### config.mk
export PLATFORM = sky130hd
export DESIGN_NAME = fdhr_ctrl
export DESIGN_NICKNAME = d
export VERILOG_FILES = /design/src/core/fdhr_buf2.v /design/src/core/fdhr_ctrl.v
export VERILOG_INCLUDE_DIRS = /design/src /design/src/core
export SDC_FILE = /design/constraint.sdc
export NUM_CORES = 1
export LEC_CHECK = 0
export BUFFER_PORTS_ARGS = -buffer_cell sky130_fd_sc_hd__buf_2
export CORE_ASPECT_RATIO = 0.9
export CORE_MARGIN = 2
export CORE_UTILIZATION = 40
export CTS_CLUSTER_SIZE = 20
export DETAILED_ROUTE_END_ITERATION = 12
export SKIP_CTS_REPAIR_TIMING = 1
export SLEW_MARGIN = 25
export SYNTH_ARGS = -nofsm -noshare
export SYNTH_HDL_FRONTEND = slang
export SYNTH_SLANG_ARGS = --single-unit
### constraint.sdc
create_clock -name clk -period 2.1 [get_ports clk]
set_input_delay 0.105 -clock clk [delete_from_list [all_inputs] [get_ports clk]]
set_output_delay 0.105 -clock clk [all_outputs]
set_load 0.02 [all_outputs]
### src/core/fdhr_map.vh
// Constants shared by the host register protocol block
// How it works
// Host supplies sector addresses from one to twenty-six decimal.
// Sector address requested only by write, read and write-deleted functions.
// Twelve-bit word length: all twelve buffer bits carry data.
// Eight-bit word length: only bits four to eleven carry data.
// After any function but read error, status waits in interface register.
// Status bit 4 drive ready; mode 1 valid after read status or init.
// Mode 2 drive ready valid only after read status.
// Status bit 5 set on deleted mark read or write-deleted function.
// Mode 1 bits 0-3 and 6-8 unused; mode 2 bits 0-3 unused.
// Mode 2 status bit 6 shows diskette density, one for double.
// Mode 2 density mismatch sets bit 7, ends function, error and done.
// Mode 2 status bit 8 reads set.
// Status bit 9 set when power-up or programmed init tasks finish.
// Status bit 10 set on wrong parity of a shifted command.
// Status bit 11 set on CRC failure while reading a sector.
// Host starts each function with the load command instruction.
// Host tests and clears done before issuing a command.
// Fill buffer raises transfer request once per word still needed.
// Host clears transfer request by skip, then passes one word.
// All fill words in: done set, interrupt if enabled.
// Transfer instruction after done delivers the status word.
// Fill count 128/64 mode 1; mode 2 256/128 or 128/64 by density.
// Transfer request skip skips when set and clears the flag.
// Error is always set together with done.
// Command bit 5 clear for twelve-bit, set for eight-bit words.
// Unused status positions read as zero.
`ifndef FDHR_MAP_VH
`define FDHR_MAP_VH

// Bit n of the host word sits at vector index 11-n
`define FD_CMD_FN_HI   3
`define FD_CMD_FN_LO   1
`define FD_CMD_DRV     4
`define FD_CMD_WL8     6
`define FD_CMD_DEN     7
`define FD_AC_IE       0

`define FD_FN_FILL     3'h0
`define FD_FN_EMPTY    3'h1
`define FD_FN_WRSEC    3'h2
`define FD_FN_RDSEC    3'h3
`define FD_FN_DENS     3'h4
`define FD_FN_RDSTAT   3'h5
`define FD_FN_WRDEL    3'h6
`define FD_FN_RDERR    3'h7

`define FD_ST_CRC      0
`define FD_ST_PAR      1
`define FD_ST_INIT     2
`define FD_ST_MODE2    3
`define FD_ST_DENERR   4
`define FD_ST_DDEN     5
`define FD_ST_DEL      6
`define FD_ST_DRDY     7
`define FD_ST_RESET    12'h000
`define FD_ST_KEEP     12'h084
`define FD_ST_MASK1    12'h0c7
`define FD_ST_MASK2    12'h0ff
`define FD_WL8_MASK    12'h0ff

`define FD_CNT_64      9'h040
`define FD_CNT_128     9'h080
`define FD_CNT_256     9'h100

`endif

### src/core/fdhr_buf2.v
// Two-entry valid/ready buffer for sector buffer words
`timescale 1ns/1ps
module fdhr_buf2 (
  input  wire        clk,
  input  wire        arst_n,
  input  wire [11:0] in_data,
  input  wire        in_valid,
  output wire        in_ready,
  output wire [11:0] out_data,
  output wire        out_valid,
  input  wire        out_ready
);
  reg [11:0] mem [0:1];
  reg        wr_ptr;
  reg        rd_ptr;
  reg [1:0]  fill;
  wire       push;
  wire       pop;

  assign in_ready  = (fill != 2'h2);
  assign out_valid = (fill != 2'h0);
  assign out_data  = mem[rd_ptr];
  assign push      = in_valid & in_ready;
  assign pop       = out_valid & out_ready;

  always @(posedge clk or negedge arst_n) begin
    if (!arst_n) begin
      mem[0] <= 12'h000;
      mem[1] <= 12'h000;
      wr_ptr <= 1'b0;
      rd_ptr <= 1'b0;
      fill   <= 2'h0;
    end else begin
      if (push) begin
        mem[wr_ptr] <= in_data;
        wr_ptr      <= ~wr_ptr;
      end
      if (pop)
        rd_ptr <= ~rd_ptr;
      if (push & ~pop)
        fill <= fill + 2'h1;
      else if (pop & ~push)
        fill <= fill - 2'h1;
    end
  end
endmodule // fdhr_buf2

### src/core/fdhr_ctrl.v
// Host-facing interface register and function sequencer
`timescale 1ns/1ps
`include "fdhr_map.vh"
module fdhr_ctrl (
  input  wire        clk,
  input  wire        arst_n,
  input  wire        mode2_strap,
  input  wire        lcd_stb,
  input  wire        xdr_stb,
  input  wire        str_stb,
  input  wire        ser_stb,
  input  wire        sdn_stb,
  input  wire        intr_stb,
  input  wire        init_stb,
  input  wire [11:0] ac_in,
  output reg  [11:0] ac_out,
  output reg         ac_load,
  output wire        skip,
  output wire        irq,
  output reg         xfer_req,
  output reg         done_flag,
  output reg         err_flag,
  output reg         init_req,
  input  wire        init_cplt,
  input  wire        drive_ready,
  input  wire        disk_dd,
  input  wire        parity_err,
  input  wire [7:0]  err_code,
  output reg         op_start,
  output reg  [2:0]  op_func,
  output reg         op_dd,
  output reg         drive_sel,
  output reg  [11:0] sect_addr,
  output reg         sect_stb,
  input  wire        op_cplt,
  input  wire        op_crc_err,
  input  wire        op_deleted,
  input  wire        op_fail,
  output wire [11:0] sb_data,
  output wire        sb_valid,
  input  wire        sb_ready
);
  localparam [5:0] S_INIT = 6'h01;
  localparam [5:0] S_IDLE = 6'h02;
  localparam [5:0] S_DEC  = 6'h04;
  localparam [5:0] S_FILL = 6'h08;
  localparam [5:0] S_SADR = 6'h10;
  localparam [5:0] S_OPER = 6'h20;

  reg  [5:0]  state;
  reg  [11:0] cmd;
  reg  [11:0] st;
  reg  [11:0] iface;
  reg  [11:0] stw;
  reg  [8:0]  cnt;
  reg  [8:0]  tgt;
  reg         mode2;
  reg         strap_s1;
  reg         strap_s2;
  reg         ie;
  reg         pub;
  reg         pub_err;
  reg         push_v;
  reg  [11:0] push_d;
  wire        push_rdy;
  wire [2:0]  fn;
  wire        wl8;
  wire        cmd_dd;
  wire        den_bad;
  wire [11:0] word_in;

  assign fn     = cmd[`FD_CMD_FN_HI:`FD_CMD_FN_LO];
  assign wl8    = cmd[`FD_CMD_WL8];
  assign cmd_dd = cmd[`FD_CMD_DEN];

  // Mode 1 always expects single density media
  assign den_bad = mode2 ? (disk_dd != cmd_dd) : disk_dd;

  // Eight-bit words keep only the low eight bits
  assign word_in = wl8 ? (ac_in & `FD_WL8_MASK) : ac_in;

  assign skip = (str_stb & xfer_req)
              | (sdn_stb & done_flag)
              | (ser_stb & err_flag);

  assign irq = ie & done_flag;

  // Words needed to fill the sector buffer
  always @* begin
    if (!mode2)
      tgt = wl8 ? `FD_CNT_128 : `FD_CNT_64;
    else if (cmd_dd)
      tgt = wl8 ? `FD_CNT_256 : `FD_CNT_128;
    else
      tgt = wl8 ? `FD_CNT_128 : `FD_CNT_64;
  end

  // Status word as the host sees it
  always @* begin
    stw = st;
    stw[`FD_ST_MODE2] = mode2;
    stw[`FD_ST_DDEN]  = mode2 & disk_dd;
    if (mode2)
      stw = stw & `FD_ST_MASK2;
    else
      stw = stw & `FD_ST_MASK1;
  end

  // Mode strap comes from a pin
  always @(posedge clk or negedge arst_n) begin
    if (!arst_n) begin
      strap_s1 <= 1'b0;
      strap_s2 <= 1'b0;
    end else begin
      strap_s1 <= mode2_strap;
      strap_s2 <= strap_s1;
    end
  end

  always @(posedge clk or negedge arst_n) begin
    if (!arst_n) begin
      state     <= S_INIT;
      cmd       <= 12'h000;
      st        <= `FD_ST_RESET;
      iface     <= 12'h000;
      cnt       <= 9'h000;
      mode2     <= 1'b0;
      ie        <= 1'b0;
      pub       <= 1'b0;
      pub_err   <= 1'b0;
      push_v    <= 1'b0;
      push_d    <= 12'h000;
      ac_out    <= 12'h000;
      ac_load   <= 1'b0;
      xfer_req  <= 1'b0;
      done_flag <= 1'b0;
      err_flag  <= 1'b0;
      init_req  <= 1'b1;
      op_start  <= 1'b0;
      op_func   <= 3'h0;
      op_dd     <= 1'b0;
      drive_sel <= 1'b0;
      sect_addr <= 12'h000;
      sect_stb  <= 1'b0;
    end else begin
      op_start <= 1'b0;
      sect_stb <= 1'b0;
      ac_load  <= 1'b0;
      pub      <= 1'b0;
      pub_err  <= 1'b0;

      // Host clears come first so a same-cycle set wins
      if (str_stb)
        xfer_req <= 1'b0;
      if (sdn_stb)
        done_flag <= 1'b0;
      if (ser_stb)
        err_flag <= 1'b0;
      if (intr_stb)
        ie <= ac_in[`FD_AC_IE];
      if (parity_err)
        st[`FD_ST_PAR] <= 1'b1;

      if (xdr_stb && done_flag) begin
        ac_out  <= iface;
        ac_load <= 1'b1;
      end

      // Publish the finished function's status
      if (pub) begin
        iface     <= stw;
        done_flag <= 1'b1;
        if (pub_err)
          err_flag <= 1'b1;
      end

      case (state)
        S_INIT: begin
          if (init_cplt) begin
            mode2    <= strap_s2;
            init_req <= 1'b0;
            st       <= `FD_ST_RESET;
            st[`FD_ST_INIT] <= 1'b1;
            // Drive ready is trusted after init only in mode 1
            st[`FD_ST_DRDY] <= ~strap_s2 & drive_ready;
            pub      <= 1'b1;
            state    <= S_IDLE;
          end
        end
        S_IDLE: begin
          if (lcd_stb && !done_flag && !pub) begin
            cmd       <= ac_in;
            drive_sel <= ac_in[`FD_CMD_DRV];
            st        <= st & `FD_ST_KEEP;
            state     <= S_DEC;
          end
        end
        S_DEC: begin
          case (fn)
            `FD_FN_FILL: begin
              cnt      <= tgt;
              xfer_req <= 1'b1;
              state    <= S_FILL;
            end
            `FD_FN_WRSEC, `FD_FN_RDSEC, `FD_FN_WRDEL: begin
              st       <= `FD_ST_RESET;
              xfer_req <= 1'b1;
              state    <= S_SADR;
            end
            `FD_FN_RDSTAT: begin
              st[`FD_ST_DRDY] <= drive_ready;
              pub   <= 1'b1;
              state <= S_IDLE;
            end
            `FD_FN_DENS: begin
              if (!mode2)
                st[`FD_ST_INIT] <= 1'b0;
              pub   <= 1'b1;
              state <= S_IDLE;
            end
            `FD_FN_RDERR: begin
              // Error code replaces the status word here
              iface     <= {4'h0, err_code};
              done_flag <= 1'b1;
              state     <= S_IDLE;
            end
            default: begin
              pub   <= 1'b1;
              state <= S_IDLE;
            end
          endcase
        end
        S_FILL: begin
          if (push_v) begin
            if (push_rdy) begin
              push_v <= 1'b0;
              if (cnt == 9'h000) begin
                pub   <= 1'b1;
                state <= S_IDLE;
              end else begin
                xfer_req <= 1'b1;
              end
            end
          end else if (xdr_stb && !done_flag) begin
            push_v <= 1'b1;
            push_d <= word_in;
            cnt    <= cnt - 9'h001;
          end
        end
        S_SADR: begin
          if (xdr_stb && !done_flag) begin
            sect_addr <= ac_in;
            sect_stb  <= 1'b1;
            op_func   <= fn;
            if (den_bad) begin
              if (mode2)
                st[`FD_ST_DENERR] <= 1'b1;
              pub     <= 1'b1;
              pub_err <= 1'b1;
              state   <= S_IDLE;
            end else begin
              op_start <= 1'b1;
              op_dd    <= mode2 & cmd_dd;
              state    <= S_OPER;
            end
          end
        end
        S_OPER: begin
          if (op_cplt) begin
            if (op_crc_err && fn == `FD_FN_RDSEC)
              st[`FD_ST_CRC] <= 1'b1;
            if ((fn == `FD_FN_RDSEC && op_deleted) ||
                (fn == `FD_FN_WRDEL && !op_fail))
              st[`FD_ST_DEL] <= 1'b1;
            pub     <= 1'b1;
            pub_err <= op_fail | (op_crc_err & (fn == `FD_FN_RDSEC));
            state   <= S_IDLE;
          end
        end
        default: begin
          state <= S_IDLE;
        end
      endcase

      // Programmed init restarts the sequencer and clears the flags, interrupt enable and status
      if (init_stb) begin
        state     <= S_INIT;
        init_req  <= 1'b1;
        ie        <= 1'b0;
        xfer_req  <= 1'b0;
        done_flag <= 1'b0;
        err_flag  <= 1'b0;
        push_v    <= 1'b0;
        pub       <= 1'b0;
        st        <= `FD_ST_RESET;
      end
    end
  end

  // Stalls toward the sector buffer hold back the next request
  fdhr_buf2 u_buf (
    .clk       (clk),
    .arst_n    (arst_n),
    .in_data   (push_d),
    .in_valid  (push_v),
    .in_ready  (push_rdy),
    .out_data  (sb_data),
    .out_valid (sb_valid),
    .out_ready (sb_ready)
  );
endmodule // fdhr_ctrl

==> impl_results.md, run 1 <==
* Io pins at 90
* Die ar. at approximately 14000 µm²
* Clock Tree Root: clkbuf_16
* Iteration-0 DRC Markers at ~260
* CP Class: register to register
* Netlist cell types at 63
* Yosys top cell area share at a little under three fifths
* Hold Path Depth at 3
* Final wirelength at roughly 13000 µm
* XOR/XNOR Fraction of Synth Area at between 2 and 2.5%
* Syn nets at 540
* DRC errors left at 0
* Most frequent cells after synthesis: dfrtp_1 (119), nand2_1 (96), mux2_2 (55)
* Die X at between 100 and 150 µm
* Final period utilization at a little over nine tenths
* Wirelength per Cell at between 15 and 20 µm
* Worst setup SP type: register
* Synth-to-Final Area Change at 29.5%
* R2R Setup Slk at around 94 ps
* YS warnings at 0
* Buf+Inv Stages, Crit Path at 1
* Fmax at 0.498 GHz
* Maximum vdd drop at about 530 µV
* Outcome: finished, violations left
* Final setup viols at 0
* Total number of vias at just over 4000
* Fin nets at between 600 and 700
* Detailed Routing Iterations Pass 1 at 5
* Tot Pwr at approximately 7 mW
* Worst Setup Slack, final at about 94 ps
* Pre-CTS WS at slightly below 90 ps
* Detailed placer's ending HPWL at 9240 µm
* Min Tclk post-route at 2010 ps
* Post-synth top area cell: dfrtp_1
* Multi-input gate area at 2230 µm²
* Largest net degree at the start of global routing at 55
* Reg2Reg Launch Point: state[1]
* Synth Area in Compound Gates at 7.63%
* EDFF count, synth at 0
* Pwr/cell area at ~980 nW/µm²
* GPL Wtd Cong at about 0.86
* Ys async rst share at 100%
* Critical Path RT at 2400 ps
* Worst-Skew Late Latency at 410 ps
* Post-Syn Area at roughly 5400 µm²
* Slew Viols, Final at 0
* Layout fillers at approximately 1200
* Clk sinks at 121
* Synth area leaders: dfrtp_1 (55%), mux2_2 (11%), nand2_1 (6.7%)
* Via-to-Cell Ratio at between 5 and 6
* Design Area, Final at 7010 µm²
* RSZ-0062 raised after global routing: false
* Slowest cell on crit path: or4_4
* Initial antenna violation count at 0
* Initial Utilization at about two fifths
* Top FF cell, synth: dfrtp_1
* CTS Buf Count at 17
* Critical Path End Type: register
* Core area at 13300 µm²
* DP Area at approximately 6200 µm²
* Worst hold slack at -7.23 ps
* Synthesized-area fraction occupied by and/or/nand/nor cells at 17.3%
* Max cap viols at 0
* Critical Path AT at 2310 ps
* TritonCTS clock tree: built
* Worst min-delay path class: input port to register
* Share of cells above drive strength 1 at between 30% and 40%
* Hold Crit Start: sdn_stb
* Die Ht at about 110 µm
* Actual slew at the worst max-slew pin at ~650 ps
* I/O Buffers at between 80 and 90
* Cells after synthesis at between 400 and 500
* Failing checks: negative hold slack
* Max clock buf depth at 2
* Reg area at 3030 µm²
* Crit-path max FO at 13
* Main combinational cell family by area after synthesis: simple AND/OR/NAND/NOR gates
* Diodes inserted at 0
* Adder-cell share of the synthesized area at about 1.2%
* Worst Skew at 8.41 ps
* First-pass GRT wire length at roughly 21000 µm
* WHS Endpoint: done_flag
* Worst reg2reg endpoint: push_d[7]
* Setup TNS at 0 ps
* Most frequent cell after synthesis: dfrtp_1
* Max-slew headroom at 56.7%
* Gr usage total at 18.8%
* Mux contribution to synthesized area at 12.9%
* Grt ovf at 0
* Worst-path clk slew at roughly 50 ps
* Number of global-route vias before repair at a little over 4000
* Leakage at 3.63 nW
* Number of routed nets with antenna violations at 0
* Sequential cell area fraction in the yosys report at about 56%
* Final hold violations at 1
* H-tree depth at 4
* Synth Register Bits at approximately 120
* Mean Syn Cell Area at about 11 µm²
* Reg2Reg Depth at 5
* Crit-path cells: or4_4 > or4_4 > buf_4 > nand2_1 > nand2_1
* Row cnt at 40
* Max incr delay on CP at between 500 and 600 ps
* Crit path max-delay family: simple AND/OR/NAND/NOR gates
## placed cells by master (no fill, tap or decap), drive strengths merged, types with 2 or more instances in the layout
cell type and count:
nor2 35, mux2i 8, xor2 8, and4b 2
and2 8, and3b 2, buf 120, mux2 55
dfstp 2, ha 5, dfrtp 119, clkinv 9
a31oi 8, a21boi 3, dlygate4sd3 27, nand2b 9
xnor2 5, inv 12, o21ai 13, nand2 97
nor3b 3, or3 2, clkbuf 23, nor2b 7
nand3 8, nor4 2, a21oi 23, nor3 9
or4 3
## worst max path at each step
| stage | from | end | slack (ps) | cells after the start |
|---|---|---|---|---|
| floorplan | state[5] | push_d[0] | 90 | 7 |
| global placement | state[1] | push_d[0] | 140 | 5 |
| detailed placement | state[1] | cnt[0] | 90 | 4 |
| CTS | state[1] | push_d[1] | 70 | 5 |
| global route | state[1] | state[1] | 7 | 5 |
| finish | state[1] | push_d[7] | 90 | 5 |
## flip-flops by register name, summed over array words and instances (netlist names), 6 cells and up
name / flops
push_d: 12
cnt: 9
sect_addr: 12
state: 6
u_buf.mem: 24
iface: 12
ac_out: 12
cmd: 6
st: 6
## where the power goes
group          internal (mW)  switching (mW)
Combinational          0.618           0.684
Sequential              2.65           0.352
Clock                   1.58           0.975
Total                   4.84            2.01
## area by class of cell
cell class / instances / share of cell area (%)
Sequential cell: 121 / 43.3
Multi-Input combinational cell: 341 / 31.8
Timing Repair Buffer: 147 / 13.7
Clock buffer: 23 / 6.82
Tap cell: 168 / 3.00
Clock inverter: 9 / 0.696
Inverter: 12 / 0.643
## tightest hold or removal path, stage by stage
cell      delay [ps]
buf_2            100
nand2b_1         100
a21oi_1           60
## per-stage QoR
step                      instances  util [%]
final                           821      52.8
after global routing            821      52.8
after CTS                       794      50.7
after detailed placement        762      46.8
after global placement          762      46.8
after floorplan                 496         -
## metal layers
layer	GRT usage, %	vias to the layer above	share of wire, %
met5	0	-	0
met3	4.81	7	4.5
li1	-	1996	-
met1	26.9	2049	48
met2	28.2	82	47
met4	6.23	0	0.62
## cell families (layout without fill, tap and decap cells)
logic type | count (synthesis) | after routing
fa+ha+maj | 5 | 5
xor+xnor | 13 | 13
buf+inv | 34 | 191
flops | 121 | 121
mux | 63 | 63
simple gates | 194 | 194
compound gates | 66 | 66
No activity file was read; power rests on OpenSTA's default activity.
==> run 2: changes to the inputs <==
--- a/config.mk
+++ b/config.mk
@@ -12,6 +12,7 @@
 export CORE_UTILIZATION = 40
 export CTS_CLUSTER_SIZE = 20
 export DETAILED_ROUTE_END_ITERATION = 12
+export MAX_ROUTING_LAYER = met4
 export SKIP_CTS_REPAIR_TIMING = 1
 export SLEW_MARGIN = 25
 export SYNTH_ARGS = -nofsm -noshare
==> run 2 against run 1 <==
Against the previous run:
- the flow still finishes with violations (negative hold slack)
- total power is 4.7% higher
- core utilization increased by 0.49 points
- die area did not move
- sequential cell count stayed put
- sequential share of layout area shrank 0.42 points
- worst setup slack worse by 22 ps
- critical path type unchanged
- cell area rose by 0.93%
- routed wire length grew 0.62%
- clock skew rose by 2.3 ps
- hold slack lost 2.0 ps
==> impl_results.md, run 2 (same netlist as run 1, synthesis figures left out) <==
* Die Ht at 114 µm (unchanged)
* Fmax at 0.493 GHz (-1.1%)
* Largest reg by FF count: u_buf.mem
* Number of global-route vias before repair at 4023 (-1.2%)
* Critical Path RT at 2400 ps (about the same)
* Setup TNS at 0 ps (unchanged)
* Worst Setup Slack, final at 71.5 ps (-22.2 ps)
* Via-to-Cell Ratio at 4.99 (-0.87%)
* Initial Utilization at 40.8% (unchanged)
* Pwr/cell area at 1020 nW/µm² (+3.8%)
* Io pins at 90 (unchanged)
* Worst-path clk slew at 50 ps (about the same)
* Min Tclk post-route at 2030 ps (+22.2 ps)
* Largest net degree at the start of global routing at 55 (unchanged)
* Tot Pwr at 7.18 mW (+4.7%)
* Most frequent cells in the layout: dfrtp_1 (119), nand2_1 (96), buf_2 (88), mux2_2 (55), nor2_1 (32)
* Worst Skew at 10.7 ps (+2.25 ps)
* Clock Tree Root: clkbuf_16
* Wirelength per Cell at 16.1 µm (+0.74%)
* Detailed placer's ending HPWL at 9270 µm (+0.26%)
* Max FFs per register at 24 (unchanged)
* Share of cells above drive strength 1 at 33.3% (-0.10 points)
* Actual slew at the worst max-slew pin at 691 ps (+41.9 ps)
* Reg2Reg Depth at 5 (unchanged)
* Synth-to-Final Area Change at 30.7%
* Worst-Skew Late Latency at 420 ps (about the same)
* Die X at 127 µm (unchanged)
* Max clock buf depth at 2 (unchanged)
* Worst hold slack at -9.27 ps (-2.04 ps)
* Iteration-0 DRC Markers at 254 (-3.8%)
* First-pass GRT wire length at 21000 µm (+0.17%)
* Die ar. at 14500 µm² (unchanged)
* H-tree depth at 4 (unchanged)
* Leakage at 3.65 nW (+0.59%)
* GPL Wtd Cong at 0.872 (+1.1%)
* Clk sinks at 121 (unchanged)
* Hold Path Depth at 3 (unchanged)
* Worst min-delay path class: input port to register
* Final period utilization at 96.6% (+1.1 points)
* Initial antenna violation count at 0 (unchanged)
* Grt ovf at 0 (unchanged)
* Maximum vdd drop at 578 µV (+8.6%)
* Design Area, Final at 7070 µm² (+0.93%)
* Slew Viols, Final at 0 (unchanged)
* Failing checks: negative hold slack
* Crit-path max FO at 12 (-1)
* DP Area at 6200 µm² (unchanged)
* Outcome: finished, violations left
* Fin util at 53.3% (+0.49 points)
* Commonest non-fill, non-tap cell in the layout: dfrtp_1
* DRC errors left at 0 (unchanged)
* I/O Buffers at 89 (unchanged)
* Fin nets at 684 (unchanged)
* Total number of vias at 4093 (-0.99%)
* Max cap viols at 0 (unchanged)
* CP Class: register to register
* Layout fillers at 1125 (-4.3%)
* Critical Path End Type: register
* Row cnt at 40 (unchanged)
* Final wirelength at 13200 µm (+0.62%)
* Final hold violations at 2 (+1)
* TritonCTS clock tree: built
* Critical Path AT at 2330 ps (+20 ps)
* Worst setup SP type: register
* Detailed Routing Iterations Pass 1 at 5 (unchanged)
* Core area at 13300 µm² (unchanged)
* Gr usage total at 19.6% (+0.72 points)
* Pre-CTS WS at 92.5 ps (+5.36 ps)
* Diodes inserted at 0 (unchanged)
* Max-slew headroom at 53.9% (-2.8 points)
* Final setup viols at 0 (unchanged)
* Number of routed nets with antenna violations at 0 (unchanged)
* CTS Buf Count at 17 (unchanged)
## run 2: final timing paths
| kind | start | end | slack [ps] |
|---|---|---|---|
| worst max-delay path | state[1] | push_d[1] | 70 |
| worst min-delay path | err_code[5] | iface[5] | -9 |
| worst max register to register | state[1] | push_d[1] | 70 |
| worst min register to register | strap_s1 | strap_s2 | 350 |
| max in group asynchronous | arst_n | u_buf.mem[21] | 1110 |
| min in group asynchronous | arst_n | cnt[6] | 220 |
## run 2: final cells by class
class                           instances  area, µm²  share of cell area [%]
Tap cell                              168        210                    2.97
Sequential cell                       121       3030                    42.9
Multi-Input combinational cell        341       2240                    31.6
Clock inverter                          9        123                    1.73
Inverter                               12       45.0                   0.637
Timing Repair Buffer                  147        963                    13.6
Clock buffer                           22        464                    6.56
## run 2: power breakdown
part	internal [mW]	switching, mW	leakage (nW)	total [mW]
clock	1.91	0.983	0.290	2.89
combinational	0.616	0.679	1.74	1.29
sequential	2.64	0.350	1.62	2.99
total	5.17	2.01	3.65	7.18
## run 2: layer usage
layer / global-route usage, % / up-vias / routed length [µm] / part of all wire, %
li1: - / 1990 / - / -
met1: 27.7 / 2012 / 6540 / 49
met2: 27.6 / 83 / 5960 / 45
met3: 5.37 / 8 / 651 / 4.9
met4: 5.79 / 0 / 95 / 0.72
met5: - / - / 0 / 0
## run 2: critical path: stages (launching register included)
cell and delay (ps):
dfrtp_1 430, or4_4 580, or4_4 550, buf_4 210, nand2_1 80, nand2_1 60
## run 2: metrics by stage
stage                     instances  hold WS, ps
after floorplan                 496         -191
after global placement          762          116
after detailed placement        762          126
after CTS                       793         -307
after global routing            820         2.40
final                           820        -9.27
